--- src/hdl/mas_pkg.sv ---
package mas_pkg;

    // bus geometry
    localparam int ADDR_W = 12;
    localparam int DATA_W = 32;
    localparam int CFG_W = 16;
    localparam int STEP_COUNT = 2;

    // register indices; the byte address is four times the index
    localparam logic [9:0] STEP4_CFG_IDX = 10'h0d4;
    localparam logic [9:0] STEP5_CFG_IDX = 10'h0d5;

    // values after reset
    localparam logic [15:0] STEP4_CFG_RESET = 16'h0004;
    localparam logic [15:0] STEP5_CFG_RESET = 16'h0005;

    // field positions
    localparam int ENABLE_BIT = 15;
    localparam int GAIN_HI = 14;
    localparam int GAIN_LO = 13;
    localparam int NEG_BIT = 4;
    localparam int POS_HI = 3;
    localparam int POS_EXT_FLAG = 3;

    // bits that store a value; bits 12..5 always read zero
    localparam logic [15:0] CFG_WRITABLE = 16'he01f;

    // gain codes and the gain factor they select
    localparam logic [1:0] GAIN_CODE_X1 = 2'h0;
    localparam logic [1:0] GAIN_CODE_X2 = 2'h1;
    localparam logic [2:0] GAIN_X1 = 3'h1;
    localparam logic [2:0] GAIN_X2 = 3'h2;
    localparam logic [2:0] GAIN_X4 = 3'h4;

    // internal sources, indexed by the low three bits of codes 8..15
    localparam logic [2:0] INT_TEMP_SENSOR = 3'h0;
    localparam logic [2:0] INT_SHORT_GROUND = 3'h1;
    localparam logic [2:0] INT_TEST_DAC = 3'h2;
    localparam logic [2:0] INT_ANALOG_SUPPLY_DIV4 = 3'h3;
    localparam logic [2:0] INT_IO_SUPPLY_DIV4 = 3'h4;
    localparam logic [2:0] INT_CORE_SUPPLY_DIV2 = 3'h5;
    localparam logic [2:0] INT_ANALOG_POWER_DIV103 = 3'h6;
    localparam logic [2:0] INT_DIGITAL_POWER_DIV103 = 3'h7;

    // AXI responses
    localparam logic [1:0] RESP_OKAY = 2'h0;
    localparam logic [1:0] RESP_SLVERR = 2'h2;

    // negative input routing
    typedef enum logic [1:0] {
        NEG_GROUND = 2'h0,
        NEG_EXT_SEVEN = 2'h1,
        NEG_AUTO = 2'h3
    } mas_neg_e;

endpackage : mas_pkg

--- src/hdl/mas_step_decode.sv ---
`timescale 1ns/1ps
module mas_step_decode #(
    parameter logic [15:0] RESET_CFG = 16'h0000
) (
    input wire logic aclk,
    input wire logic aresetn,
    input wire logic [15:0] cfg,
    output logic step_enable,
    output logic [2:0] gain_factor,
    output logic pos_is_external,
    output logic [2:0] pos_channel,
    output logic [2:0] pos_internal,
    output mas_pkg::mas_neg_e neg_select
);

    ////////////////////////////////////////////////////////////////////////
    // field decode, shared by the reset image and the live value
    function automatic logic [10:0] decode(input logic [15:0] c);
        logic [2:0] gain;
        logic [1:0] neg;
        logic ext;
        gain = mas_pkg::GAIN_X4; // codes 2 and 3 both mean four
        if (c[mas_pkg::GAIN_HI:mas_pkg::GAIN_LO] == mas_pkg::GAIN_CODE_X1)
            gain = mas_pkg::GAIN_X1;
        else if (c[mas_pkg::GAIN_HI:mas_pkg::GAIN_LO] == mas_pkg::GAIN_CODE_X2)
            gain = mas_pkg::GAIN_X2;
        ext = !c[mas_pkg::POS_EXT_FLAG];
        // internal sources pick their own negative side, bit 4 unused
        if (!ext)
            neg = mas_pkg::NEG_AUTO;
        else if (c[mas_pkg::NEG_BIT])
            neg = mas_pkg::NEG_EXT_SEVEN;
        else
            neg = mas_pkg::NEG_GROUND;
        // bit 2 of the image is a spare so the fields keep their slots
        decode = {c[mas_pkg::ENABLE_BIT], gain, ext, c[2:0], 1'b0,
                  neg};
    endfunction : decode

    localparam logic [10:0] RESET_IMAGE = decode(RESET_CFG);

    logic [10:0] image_reg;
    logic [10:0] image_next;

    assign image_next = decode(cfg);

    ////////////////////////////////////////////////////////////////////////
    // registered so the analog switches see a clean, glitch-free control
    always_ff @(posedge aclk) begin
        if (!aresetn) begin
            image_reg <= RESET_IMAGE;
        end else begin
            image_reg <= image_next;
        end
    end

    // external codes 0..7 route inputs zero..seven; 8..15 internal
    assign step_enable = image_reg[10];
    assign gain_factor = image_reg[9:7];
    assign pos_is_external = image_reg[6];
    assign pos_channel = image_reg[6] ? image_reg[5:3] : 3'h0;
    assign pos_internal = image_reg[6] ? 3'h0 : image_reg[5:3];
    assign neg_select = mas_pkg::mas_neg_e'(image_reg[1:0]);

endmodule : mas_step_decode

--- src/hdl/mas_seq_step_cfg.sv ---
// Operation
// - step runs only while its enable bit is set
// - gain codes 0,1,2,3 give one, two, four, four
// - bit 4 picks ground or external input seven
// - positive codes 0..7 pick external inputs 0..7
// - codes 8 and up choose negative input automatically
// - codes 8..15 select internal sources and supply monitors
// - step 4 register at D4, resets to 0004
// - step 5 register at D5, resets to 0005
`timescale 1ns/1ps
module mas_seq_step_cfg (
    input wire logic aclk,
    input wire logic aresetn,
    input wire logic [11:0] s_axi_awaddr,
    input wire logic [2:0] s_axi_awprot,
    input wire logic s_axi_awvalid,
    output logic s_axi_awready,
    input wire logic [31:0] s_axi_wdata,
    input wire logic [3:0] s_axi_wstrb,
    input wire logic s_axi_wvalid,
    output logic s_axi_wready,
    output logic [1:0] s_axi_bresp,
    output logic s_axi_bvalid,
    input wire logic s_axi_bready,
    input wire logic [11:0] s_axi_araddr,
    input wire logic [2:0] s_axi_arprot,
    input wire logic s_axi_arvalid,
    output logic s_axi_arready,
    output logic [31:0] s_axi_rdata,
    output logic [1:0] s_axi_rresp,
    output logic s_axi_rvalid,
    input wire logic s_axi_rready,
    output logic [1:0] step_enable,
    output logic [1:0][2:0] step_gain_factor,
    output logic [1:0] step_pos_is_external,
    output logic [1:0][2:0] step_pos_channel,
    output logic [1:0][2:0] step_pos_internal,
    output logic [1:0][1:0] step_neg_input_select
);

    ////////////////////////////////////////////////////////////////////////
    // address decode: one-hot per step, index 0 is step 4
    function automatic logic [1:0] reg_sel(input logic [11:0] addr);
        reg_sel[0] = (addr[11:2] == mas_pkg::STEP4_CFG_IDX);
        reg_sel[1] = (addr[11:2] == mas_pkg::STEP5_CFG_IDX);
    endfunction : reg_sel

    logic aw_held_reg;
    logic [11:0] aw_addr_reg;
    logic w_held_reg;
    logic [15:0] w_data_reg;
    logic [1:0] w_strb_reg;
    logic bvalid_reg;
    logic [1:0] bresp_reg;
    logic rvalid_reg;
    logic [31:0] rdata_reg;
    logic [1:0] rresp_reg;
    logic [15:0] cfg_reg [2];
    logic [15:0] cfg_next [2];

    wire aw_take = s_axi_awvalid && s_axi_awready;
    wire w_take = s_axi_wvalid && s_axi_wready;
    wire ar_take = s_axi_arvalid && s_axi_arready;
    wire wr_fire = aw_held_reg && w_held_reg && !bvalid_reg;
    wire [1:0] wr_sel = reg_sel(aw_addr_reg);
    wire [1:0] rd_sel = reg_sel(s_axi_araddr);
    wire [15:0] byte_mask = {{8{w_strb_reg[1]}}, {8{w_strb_reg[0]}}};
    wire [15:0] rd_word = rd_sel[0] ? cfg_reg[0] :
                          rd_sel[1] ? cfg_reg[1] : 16'h0000;

    // address and data are taken in any order; nothing new while answering
    assign s_axi_awready = !aw_held_reg && !bvalid_reg;
    assign s_axi_wready = !w_held_reg && !bvalid_reg;
    assign s_axi_arready = !rvalid_reg;
    assign s_axi_bvalid = bvalid_reg;
    assign s_axi_bresp = bresp_reg;
    assign s_axi_rvalid = rvalid_reg;
    assign s_axi_rdata = rdata_reg;
    assign s_axi_rresp = rresp_reg;

    ////////////////////////////////////////////////////////////////////////
    // write channel capture
    always_ff @(posedge aclk) begin
        if (!aresetn) begin
            aw_held_reg <= 1'b0;
            aw_addr_reg <= 12'h000;
        end else if (aw_take) begin
            aw_held_reg <= 1'b1;
            aw_addr_reg <= s_axi_awaddr;
        end else if (wr_fire) begin
            aw_held_reg <= 1'b0;
        end
    end

    // only the low half of the word is kept; the upper lanes hold nothing
    always_ff @(posedge aclk) begin
        if (!aresetn) begin
            w_held_reg <= 1'b0;
            w_data_reg <= 16'h0000;
            w_strb_reg <= 2'h0;
        end else if (w_take) begin
            w_held_reg <= 1'b1;
            w_data_reg <= s_axi_wdata[15:0];
            w_strb_reg <= s_axi_wstrb[1:0];
        end else if (wr_fire) begin
            w_held_reg <= 1'b0;
        end
    end

    // write response; an unmapped address answers with a slave error
    always_ff @(posedge aclk) begin
        if (!aresetn) begin
            bvalid_reg <= 1'b0;
            bresp_reg <= mas_pkg::RESP_OKAY;
        end else if (wr_fire) begin
            bvalid_reg <= 1'b1;
            bresp_reg <= (|wr_sel) ? mas_pkg::RESP_OKAY : mas_pkg::RESP_SLVERR;
        end else if (s_axi_bready) begin
            bvalid_reg <= 1'b0;
        end
    end

    ////////////////////////////////////////////////////////////////////////
    // read channel; data is registered at the address handshake
    always_ff @(posedge aclk) begin
        if (!aresetn) begin
            rvalid_reg <= 1'b0;
            rdata_reg <= 32'h0000_0000;
            rresp_reg <= mas_pkg::RESP_OKAY;
        end else if (ar_take) begin
            rvalid_reg <= 1'b1;
            rdata_reg <= {16'h0000, rd_word};
            rresp_reg <= (|rd_sel) ? mas_pkg::RESP_OKAY : mas_pkg::RESP_SLVERR;
        end else if (s_axi_rready) begin
            rvalid_reg <= 1'b0;
        end
    end

    ////////////////////////////////////////////////////////////////////////
    // step configuration words and their decoders
    localparam logic [15:0] STEP_RESET [2] = '{mas_pkg::STEP4_CFG_RESET,
                                               mas_pkg::STEP5_CFG_RESET};

    generate
        for (genvar i = 0; i < mas_pkg::STEP_COUNT; i++) begin : g_step
            // byte lanes merged, reserved bits forced to zero
            assign cfg_next[i] = ((cfg_reg[i] & ~byte_mask) |
                                  (w_data_reg & byte_mask)) &
                                 mas_pkg::CFG_WRITABLE;

            // reset image per step
            always_ff @(posedge aclk) begin
                if (!aresetn) begin
                    cfg_reg[i] <= STEP_RESET[i];
                end else if (wr_fire && wr_sel[i]) begin
                    cfg_reg[i] <= cfg_next[i];
                end
            end

            mas_step_decode #(
                .RESET_CFG(STEP_RESET[i])
            ) u_decode (
                .aclk(aclk),
                .aresetn(aresetn),
                .cfg(cfg_reg[i]),
                .step_enable(step_enable[i]),
                .gain_factor(step_gain_factor[i]),
                .pos_is_external(step_pos_is_external[i]),
                .pos_channel(step_pos_channel[i]),
                .pos_internal(step_pos_internal[i]),
                .neg_select(step_neg_input_select[i])
            );
        end
    endgenerate

endmodule : mas_seq_step_cfg

--- config.mk ---
export PLATFORM = sky130hd
export DESIGN_NAME = mas_seq_step_cfg
export DESIGN_NICKNAME = d
export VERILOG_FILES = /design/src/hdl/mas_pkg.sv /design/src/hdl/mas_step_decode.sv /design/src/hdl/mas_seq_step_cfg.sv
export SDC_FILE = /design/constraint.sdc
export NUM_CORES = 1
export LEC_CHECK = 0
export BUFFER_PORTS_ARGS = -buffer_cell sky130_fd_sc_hd__buf_2
export CAP_MARGIN = 10
export CORE_MARGIN = 3
export CORE_UTILIZATION = 47
export DETAILED_ROUTE_END_ITERATION = 16
export PLACE_DENSITY = 0.86
export SLEW_MARGIN = 15
export SYNTH_ARGS = -nofsm -noshare
export SYNTH_HDL_FRONTEND = slang
export SYNTH_SLANG_ARGS = --single-unit
--- constraint.sdc ---
create_clock -name aclk -period 2.3 [get_ports aclk]
set_input_delay 0.115 -clock aclk [delete_from_list [all_inputs] [get_ports aclk]]
set_output_delay 0.115 -clock aclk [all_outputs]
set_load 0.05 [all_outputs]
==> impl_metrics.env, run 1 <==
export IMPL_outcome="complete, no violations"
export IMPL_ys_warn_count=0
export IMPL_sum_of_overflow_across_all_layers_after_global_routing=0
export IMPL_layout_common_cells="buf_2, dfxtp_1, nor2b_1"
export IMPL_path_cells="and3b_2, nand4_1, o21ai_0, buf_4"
export IMPL_detail_route_wl_per_cell_um=12.7
export IMPL_post_synth_cell_area_avg_um2=10.6
export IMPL_timing_final_crit_share_pct=69.3
export IMPL_hold_path_class="primary input to flop"
export IMPL_max_vdd_ir_drop_uv=394
export IMPL_clock_fmax_mhz=627
export IMPL_preCtsSetupSlack_ps=699
export IMPL_min_period_ps=1590
export IMPL_dieArea_mm2=0.00771
export IMPL_leakagePower_nw=1.60
export IMPL_crit_path_kind="flop to flop"
export IMPL_cp_num_buf_inv=1
export IMPL_synth_seq_cells=70
export IMPL_power_density_mw_per_mm2=762
export IMPL_syn2layout_area_growth_pct=15.0
export IMPL_core_region_area_mm2=0.00642
export IMPL_hpwl_um=4300
export IMPL_highest_signal_layer="met4"
export IMPL_dr_pass1_iters=4
export IMPL_clkTransAtPathRegs_ps=70
export IMPL_row_count=29
export IMPL_finalHoldViolCount=0
export IMPL_grt_pass1_wl_um=9110
export IMPL_drv_cap=0
export IMPL_grt_resource_usage_total_pct=15.3
export IMPL_final_setup_skew_ps=10.8
export IMPL_route_met3_wl_um=673
export IMPL_setup_repair_after_global_routing_missed_its_margin="false"
export IMPL_clk_path_buf_depth=2
export IMPL_finalNetCount=437
export IMPL_syn_cell_area_mm2=0.00314
export IMPL_clock_tree_htree_level_count=3
export IMPL_first_global_vias=1991
export IMPL_wl_met1_um=2380
export IMPL_grt_start_max_net_pins=26
export IMPL_cts_root_buffer_cell="clkbuf_8"
export IMPL_largest_reg_flops=20
export IMPL_cts_repair_resized=0
export IMPL_place_port_buffers=77
export IMPL_crit_path_start_kind="flop"
export IMPL_antenna_violating_nets_post_route=0
export IMPL_grt_antenna_before_repair=0
export IMPL_critical_path_slowest_cell="dfxtp_1"
export IMPL_tightest_slew_ps=507
export IMPL_met2_length_um=2550
export IMPL_worstPathArrival_ps=1640
export IMPL_initial_core_util_pct=49.0
export IMPL_routed_wl_um=5660
export IMPL_fin_setup_tns_ps=0
export IMPL_report_final_setup_viol=0
export IMPL_cell_family_contributing_the_most_delay_on_the_critical_path="simple AND/OR/NAND/NOR gates"
export IMPL_numCtsBuffers=9
export IMPL_cts_tree="built"
export IMPL_async_reset_ff_share_pct=0
export IMPL_ys_seq_area_share_pct=49.7
export IMPL_drc_errors=0
export IMPL_floorplan_die_height_um=87.8
export IMPL_detailedRoute_firstIterationViolations=126
export IMPL_critPathCaptureType="flop"
export IMPL_synthDistinctLibCells=34
export IMPL_final_worst_setup_slack_ps=706
export IMPL_synth_top_flop_cell="dfxtp_1"
export IMPL_clk_latency_ps=350
export IMPL_routed_via_count=2144
export IMPL_drv_slew=0
export IMPL_most_common_cell_after_layout_fill_and_taps_aside="buf_2"
export IMPL_i_o_pin_count=140
export IMPL_floorplan_die_width_um=87.8
export IMPL_cts_post_setup_buffers_inserted=0
export IMPL_gpl_final_weighted_congestion=0.758
export IMPL_post_cts_hold_buffer_count=0
export IMPL_share_of_layout_cells_above_drive_strength_1_pct=29.3
export IMPL_timing_critical_path_slowest_cell_delay_ps=390
export IMPL_post_synth_inst_count=297
export IMPL_worst_path_max_fanout=9
export IMPL_tritoncts_num_sinks=70
export IMPL_synth_edf_count=16
export IMPL_antenna_cells=0
export IMPL_critical_path_required_ps=2350
export IMPL_worst_slew_margin_rel_pct=66.1
export IMPL_detail_route_vias_per_cell=4.82
## cells in the mapped netlist, types with 2 or more instances
| master | instances | area, um^2 |
|---|---|---|
| inv_1 | 4 | 15.0 |
| o21ai_0 | 7 | 35.0 |
| and4b_1 | 2 | 20.0 |
| nand4_4 | 2 | 42.5 |
| clkbuf_1 | 7 | 26.3 |
| a21oi_1 | 14 | 70.1 |
| nor2_1 | 5 | 18.8 |
| and2_1 | 15 | 93.8 |
| buf_4 | 43 | 323 |
| a211o_1 | 3 | 26.3 |
| mux2i_1 | 28 | 280 |
| nor2b_1 | 34 | 213 |
| o211a_1 | 2 | 20.0 |
| nand2_1 | 10 | 37.5 |
| nor3b_2 | 2 | 25.0 |
| o21ai_1 | 5 | 25.0 |
| o21a_1 | 3 | 22.5 |
| nand2b_1 | 19 | 119 |
| edfxtp_1 | 16 | 480 |
| nand3_1 | 9 | 45.0 |
| dfxtp_1 | 54 | 1080 |
## through the flow
stage | power, mW | instance area, um^2 | hold slack, ps | util, % | cells
floorplan | 1.75 | 3240 | 253 | - | 322
global placement | 1.78 | 3410 | 366 | 53.0 | 430
finish | 2.76 | 3620 | 21.3 | 56.3 | 445
global route | 2.87 | 3620 | 29.5 | 56.3 | 445
detailed placement | 1.79 | 3410 | 376 | 53.0 | 430
CTS | 2.78 | 3620 | 9.71 | 56.3 | 445
## area by class of cell
class	count	area, um^2
Inverter	4	15.0
Clock buffer	12	188
Multi-Input combinational cell	196	1300
Tap cell	77	96.3
Clock inverter	3	21.3
Timing Repair Buffer	83	430
Fill cell	575	2810
Sequential cell	70	1560
## routing by layer
metal | vias to the layer above | global-route usage [%]
li1 | 1067 | -
met4 | 0 | 5.02
met5 | - | 0
met3 | 8 | 8.28
met1 | 960 | 17.6
met2 | 109 | 24.4
## cell families (layout without fill, tap and decap cells)
family | after synthesis | count (layout) | share of synthesized area [%]
DFF | 70 | 70 | 49.7
AOI/OAI and AO/OA | 35 | 35 | 6.65
and+or+nand+nor | 106 | 106 | 22.4
buffers and inverters | 56 | 102 | 11.9
other | 1 | 26 | 0.119
muxes | 29 | 29 | 9.27
## path summary, 6_finish.rpt
kind	startpoint	end	slack, ps	cells after the start
min	s_axi_arvalid	s_axi_rvalid	20	2
max	s_axi_bvalid	cfg_reg[0][5]	710	4
max reg2reg	s_axi_bvalid	cfg_reg[0][5]	710	4
min reg2reg	s_axi_rdata[13]	s_axi_rdata[13]	460	2
## power by group
part	internal (mW)	switching, mW
sequential	1.31	0.0439
clock	0.549	0.442
combinational	0.125	0.288
total	1.98	0.774
No activity file was read; power rests on OpenSTA's default activity.
==> run 2: changes to the inputs <==
- CORE_UTILIZATION: 47 -> 42
- PLACE_DENSITY: 0.86 -> 0.81
- clock period: 2.3 -> 1.3 ns (I/O delays scaled with it)
==> run 2 against run 1 <==
The run now ends with setup timing left. Power increased by 81%. Critical path type unchanged. Critical path depth unchanged. Non-clock buffer count increased by 36. Sequential power increased by 76%. Clock skew about the same. Largest cell class unchanged. Critical endpoint is now cfg_reg[1][2]. Count of clock-buffer cells in the layout decreased by 1. Global-route usage increased by 0.85 points. Final area increased by 14%. Sequential share of layout area decreased by 5.1 points.
==> impl_metrics.env, run 2 (same netlist as run 1, synthesis figures left out) <==
export IMPL_outcome="finished with violations"
export IMPL_violations="setup timing"
export IMPL_drc_errors=0
export IMPL_gpl_final_weighted_congestion=0.776
export IMPL_critical_path_required_ps=1320
export IMPL_initial_core_util_pct=44.8
export IMPL_grt_resource_usage_total_pct=16.1
export IMPL_cts_tree="built"
export IMPL_fin_area_mm2=0.00412
export IMPL_drv_cap=0
export IMPL_core_region_area_mm2=0.00702
export IMPL_detailedRoute_firstIterationViolations=104
export IMPL_dr_pass1_iters=4
export IMPL_grt_antenna_before_repair=0
export IMPL_share_of_layout_cells_above_drive_strength_1_pct=35.8
export IMPL_clk_path_buf_depth=2
export IMPL_clock_tree_htree_level_count=3
export IMPL_setup_repair_after_global_routing_missed_its_margin="true"
export IMPL_detail_route_wl_per_cell_um=13.4
export IMPL_finalHoldViolCount=0
export IMPL_layout_common_cells="buf_2, dfxtp_1, nor2b_1"
export IMPL_place_port_buffers=77
export IMPL_grt_pass1_wl_um=10800
export IMPL_dieArea_mm2=0.00856
export IMPL_critPathCaptureType="flop"
export IMPL_most_common_cell_after_layout_fill_and_taps_aside="buf_2"
export IMPL_detailed_place_area_mm2=0.00356
export IMPL_detail_route_vias_per_cell=4.64
export IMPL_routed_wl_um=6730
export IMPL_worstPathArrival_ps=1450
export IMPL_drv_slew=0
export IMPL_crit_reg2reg_launch="s_axi_bvalid"
export IMPL_cp_num_buf_inv=1
export IMPL_timing_final_crit_share_pct=110
export IMPL_report_final_setup_viol=30
export IMPL_power_density_mw_per_mm2=1210
export IMPL_finalNetCount=473
export IMPL_final_setup_skew_ps=10.6
export IMPL_first_global_vias=2270
export IMPL_cell_family_contributing_the_most_delay_on_the_critical_path="flip-flops"
export IMPL_floorplan_die_height_um=92.5
export IMPL_leakagePower_nw=1.78
export IMPL_hold_path_startpoint="s_axi_awaddr[7]"
export IMPL_clock_fmax_mhz=701
export IMPL_path_cells="and3b_2, nand4_1, buf_6, o21ai_4"
export IMPL_hpwl_um=4840
export IMPL_final_worst_setup_slack_ps=-127
export IMPL_tritoncts_num_sinks=70
export IMPL_hold_path_class="primary input to flop"
export IMPL_worstHoldPathCells=3
export IMPL_path_depth=4
export IMPL_worst_path_max_fanout=8
export IMPL_max_vdd_ir_drop_uv=862
export IMPL_syn2layout_area_growth_pct=31.0
export IMPL_post_route_utilization_pct=58.7
export IMPL_min_period_ps=1430
export IMPL_largest_reg_flops=20
export IMPL_reg2reg_depth=4
export IMPL_sum_of_overflow_across_all_layers_after_global_routing=0
export IMPL_grt_start_max_net_pins=35
export IMPL_cts_root_buffer_cell="clkbuf_8"
export IMPL_crit_path_kind="flop to flop"
export IMPL_i_o_pin_count=140
export IMPL_antenna_cells=0
export IMPL_clk_latency_ps=350
export IMPL_critical_path_slowest_cell="dfxtp_4"
export IMPL_antenna_violating_nets_post_route=0
export IMPL_fin_hold_ws_ps=8.14
export IMPL_numCtsBuffers=9
export IMPL_floorplan_die_width_um=92.5
export IMPL_critical_path_startpoint="s_axi_bvalid"
export IMPL_clkTransAtPathRegs_ps=70
export IMPL_routed_via_count=2326
export IMPL_crit_path_start_kind="flop"
export IMPL_total_power_mw=4.99
export IMPL_row_count=30
export IMPL_timing_critical_path_slowest_cell_delay_ps=350
[run 2: cell types whose count changed in the layout (fill, tap and decap cells not counted), moves of 4 or more]
cell / previous run / this run
a21oi_2: 0 / 12
a21oi_1: 14 / 2
dfxtp_1: 54 / 50
buf_4: 6 / 13
buf_2: 77 / 73
buf_6: 0 / 8
dlygate4sd3_1: 0 / 22
[run 2: repair_timing]
item                                   4_1_cts  5_1_grt
pin swaps                                    3        2
buffers inserted                             0        1
cloned                                       1        0
endpoints found under the hold margin       21        0
hold buffers                                22        0
setup endpoints to repair                   24       55
gates resized for setup                      8       27
[run 2: worst register-to-register path, delay by kind of cell, from the launching register on]
kind                   cells  cell delay, ps
and+or+nand+nor            2             340
buffers and inverters      1             150
AOI/OAI and AO/OA          1             260
DFF                        1             350
[run 2: report_power, final]
group / total, mW / switching, mW / internal, mW / leakage [nW]
clock network: 1.70 / 0.831 / 0.871 / 0.105
registers: 2.38 / 0.0723 / 2.31 / 0.600
logic: 0.900 / 0.570 / 0.330 / 1.08
total: 4.99 / 1.47 / 3.51 / 1.78
[run 2: final cells by class]
cell class / instances / area (um^2)
flip-flops and latches: 70 / 1570
inverters: 4 / 15.0
fillers: 620 / 2900
multi-input cells: 196 / 1410
repair buffers: 119 / 808
well taps: 96 / 120
clock buffers: 11 / 163
clock inverters: 5 / 37.5
[run 2: metal layers]
layer,global-route usage [%],wire (um),vias to the layer above
li1,-,-,1146
met1,19.0,2790,1075
met2,27.4,3320,101
met3,6.58,572,4
met4,3.84,45,0
met5,0,0,-
[run 2: worst paths after layout]
kind / to / slack [ps]
setup reg to reg: cfg_reg[1][2] / -130
hold reg to reg: s_axi_rdata[4] / 470
setup / recovery: cfg_reg[1][2] / -130
hold / removal: aw_addr_reg[7] / 8
[run 2: stage by stage]
stage | setup slack, ps | setup TNS, ps | instances
after floorplan | -303 | -4880 | 322
after global placement | -121 | -1890 | 461
after detailed placement | -153 | -2310 | 461
after CTS | -135 | -2130 | 500
after global routing | -184 | -4650 | 501
final | -127 | -2330 | 501
==> run 3: changes to the inputs <==
- CORE_UTILIZATION: 42 -> 47
- PLACE_DENSITY: 0.81 -> 0.86
- clock period: 1.3 -> 1.45 ns (I/O delays scaled with it)
==> run 3 against run 2 <==
The flow now finishes without violations. Fmax about the same. Clock skew fell by 4.1 ps. Register-to-register slack improved by 150 ps. Via count decreased by 1.1%. Sequential power decreased by 10%. Non-clock buffer count shrank 4. Critical path type unchanged. Critical endpoint is now cfg_reg[1][0]. Largest cell class unchanged. Largest power group unchanged.
==> impl_metrics.env, run 3 (same netlist as run 1, synthesis figures left out) <==
export IMPL_clk_latency_ps=340
export IMPL_largest_reg_flops=20
export IMPL_final_setup_skew_ps=6.52
export IMPL_initial_core_util_pct=49.0
export IMPL_numCtsBuffers=9
export IMPL_finalNetCount=469
export IMPL_dieArea_mm2=0.00771
export IMPL_detail_route_vias_per_cell=4.81
export IMPL_grt_pass1_wl_um=9910
export IMPL_crit_path_kind="flop to flop"
export IMPL_total_power_mw=4.48
export IMPL_tightest_slew_ps=499
export IMPL_min_period_ps=1430
export IMPL_sum_of_overflow_across_all_layers_after_global_routing=0
export IMPL_most_common_cell_after_layout_fill_and_taps_aside="buf_2"
export IMPL_worst_slew_margin_rel_pct=66.7
export IMPL_cts_root_buffer_cell="clkbuf_8"
export IMPL_cell_family_contributing_the_most_delay_on_the_critical_path="simple AND/OR/NAND/NOR gates"
export IMPL_report_final_setup_viol=0
export IMPL_gpl_final_weighted_congestion=0.762
export IMPL_setup_repair_after_global_routing_missed_its_margin="true"
export IMPL_drv_cap=0
export IMPL_clock_fmax_mhz=700
export IMPL_clkTransAtPathRegs_ps=70
export IMPL_clk_path_buf_depth=2
export IMPL_cp_num_buf_inv=2
export IMPL_row_count=29
export IMPL_first_global_vias=2174
export IMPL_detailedRoute_firstIterationViolations=106
export IMPL_floorplan_die_height_um=87.8
export IMPL_detail_route_wl_per_cell_um=13.1
export IMPL_drv_slew=0
export IMPL_critical_path_slowest_cell="dfxtp_2"
export IMPL_drc_errors=0
export IMPL_timing_final_crit_share_pct=98.5
export IMPL_clock_tree_htree_level_count=3
export IMPL_place_port_buffers=77
export IMPL_final_worst_setup_slack_ps=22.3
export IMPL_worst_path_max_fanout=8
export IMPL_syn2layout_area_growth_pct=26.1
export IMPL_grt_start_max_net_pins=26
export IMPL_max_vdd_ir_drop_uv=697
export IMPL_cts_tree="built"
export IMPL_antenna_violating_nets_post_route=0
export IMPL_hold_path_class="primary input to flop"
export IMPL_share_of_layout_cells_above_drive_strength_1_pct=31.4
export IMPL_outcome="complete, no violations"
export IMPL_floorplan_die_width_um=87.8
export IMPL_core_region_area_mm2=0.00642
export IMPL_power_density_mw_per_mm2=1130
export IMPL_routed_wl_um=6240
export IMPL_grt_antenna_before_repair=0
export IMPL_i_o_pin_count=140
export IMPL_grt_resource_usage_total_pct=16.8
export IMPL_antenna_cells=0
export IMPL_worstPathArrival_ps=1490
export IMPL_dr_pass1_iters=4
export IMPL_crit_path_start_kind="flop"
export IMPL_layout_common_cells="buf_2, dfxtp_1, nor2b_1"
export IMPL_critPathCaptureType="flop"
export IMPL_routed_via_count=2300
export IMPL_finalHoldViolCount=0
export IMPL_preCtsSetupSlack_ps=-39.6
export IMPL_leakagePower_nw=1.76
export IMPL_critical_path_required_ps=1510
export IMPL_path_cells="and4b_1, nand4_1, buf_6, o21ai_4, buf_12"
export IMPL_timing_critical_path_slowest_cell_delay_ps=320
export IMPL_hpwl_um=4560
export IMPL_tritoncts_num_sinks=70
run 3: through the flow:
| step | cells | cell area (um^2) | util (%) | TNS, ps | hold slack [ps] |
|---|---|---|---|---|---|
| global route | 478 | 3970 | 61.7 | -232 | 27.9 |
| detailed placement | 440 | 3520 | 54.8 | -464 | 333 |
| CTS | 478 | 3960 | 61.7 | 0 | 1.27 |
| global placement | 440 | 3520 | 54.8 | -112 | 325 |
| finish | 478 | 3970 | 61.7 | 0 | 11.3 |
| floorplan | 322 | 3260 | - | -2330 | 210 |
run 3: cell type report:
type                       instances  area (um^2)
fill                             538         2460
sequential                        70         1570
multi-input combinational        196         1330
timing repair buffer             115          759
clock buffer                      12          155
tap                               77         96.3
clock inverter                     4         45.0
inverter                           4         15.0
run 3: report_power, final:
group / internal, mW / switching (mW) / total, mW
clock: 0.880 / 0.704 / 1.58
combinational: 0.272 / 0.489 / 0.761
sequential: 2.07 / 0.0642 / 2.14
total: 3.23 / 1.26 / 4.48
run 3: final timing paths:
| path | start | slack [ps] | end | cells after the start |
|---|---|---|---|---|
| worst max-delay path | aw_addr_reg[5] | 20 | cfg_reg[1][0] | 5 |
| worst min-delay path | s_axi_wdata[4] | 10 | w_data_reg[4] | 3 |
| worst max register to register | aw_addr_reg[5] | 20 | cfg_reg[1][0] | 5 |
| worst min register to register | s_axi_rdata[3] | 470 | s_axi_rdata[3] | 2 |
run 3: timing repair:
action,in CTS,in global routing
gates resized for setup,2,1
setup endpoints to repair,16,16
setup buffers,3,0
pin swaps,3,4
hold buffers,19,0
hold endpoints to repair,18,0
run 3: routing by layer:
metal	GRT usage, %	vias to the layer above	routed length, um
met5	0	-	0
met1	19.7	1043	2770
met2	28.3	104	2870
li1	-	1138	-
met4	9.21	0	131
met3	3.95	15	464
run 3: worst min-delay path, stage by stage:
cell and delay, ps:
buf_2 90, mux2i_1 60, nor2b_1 90
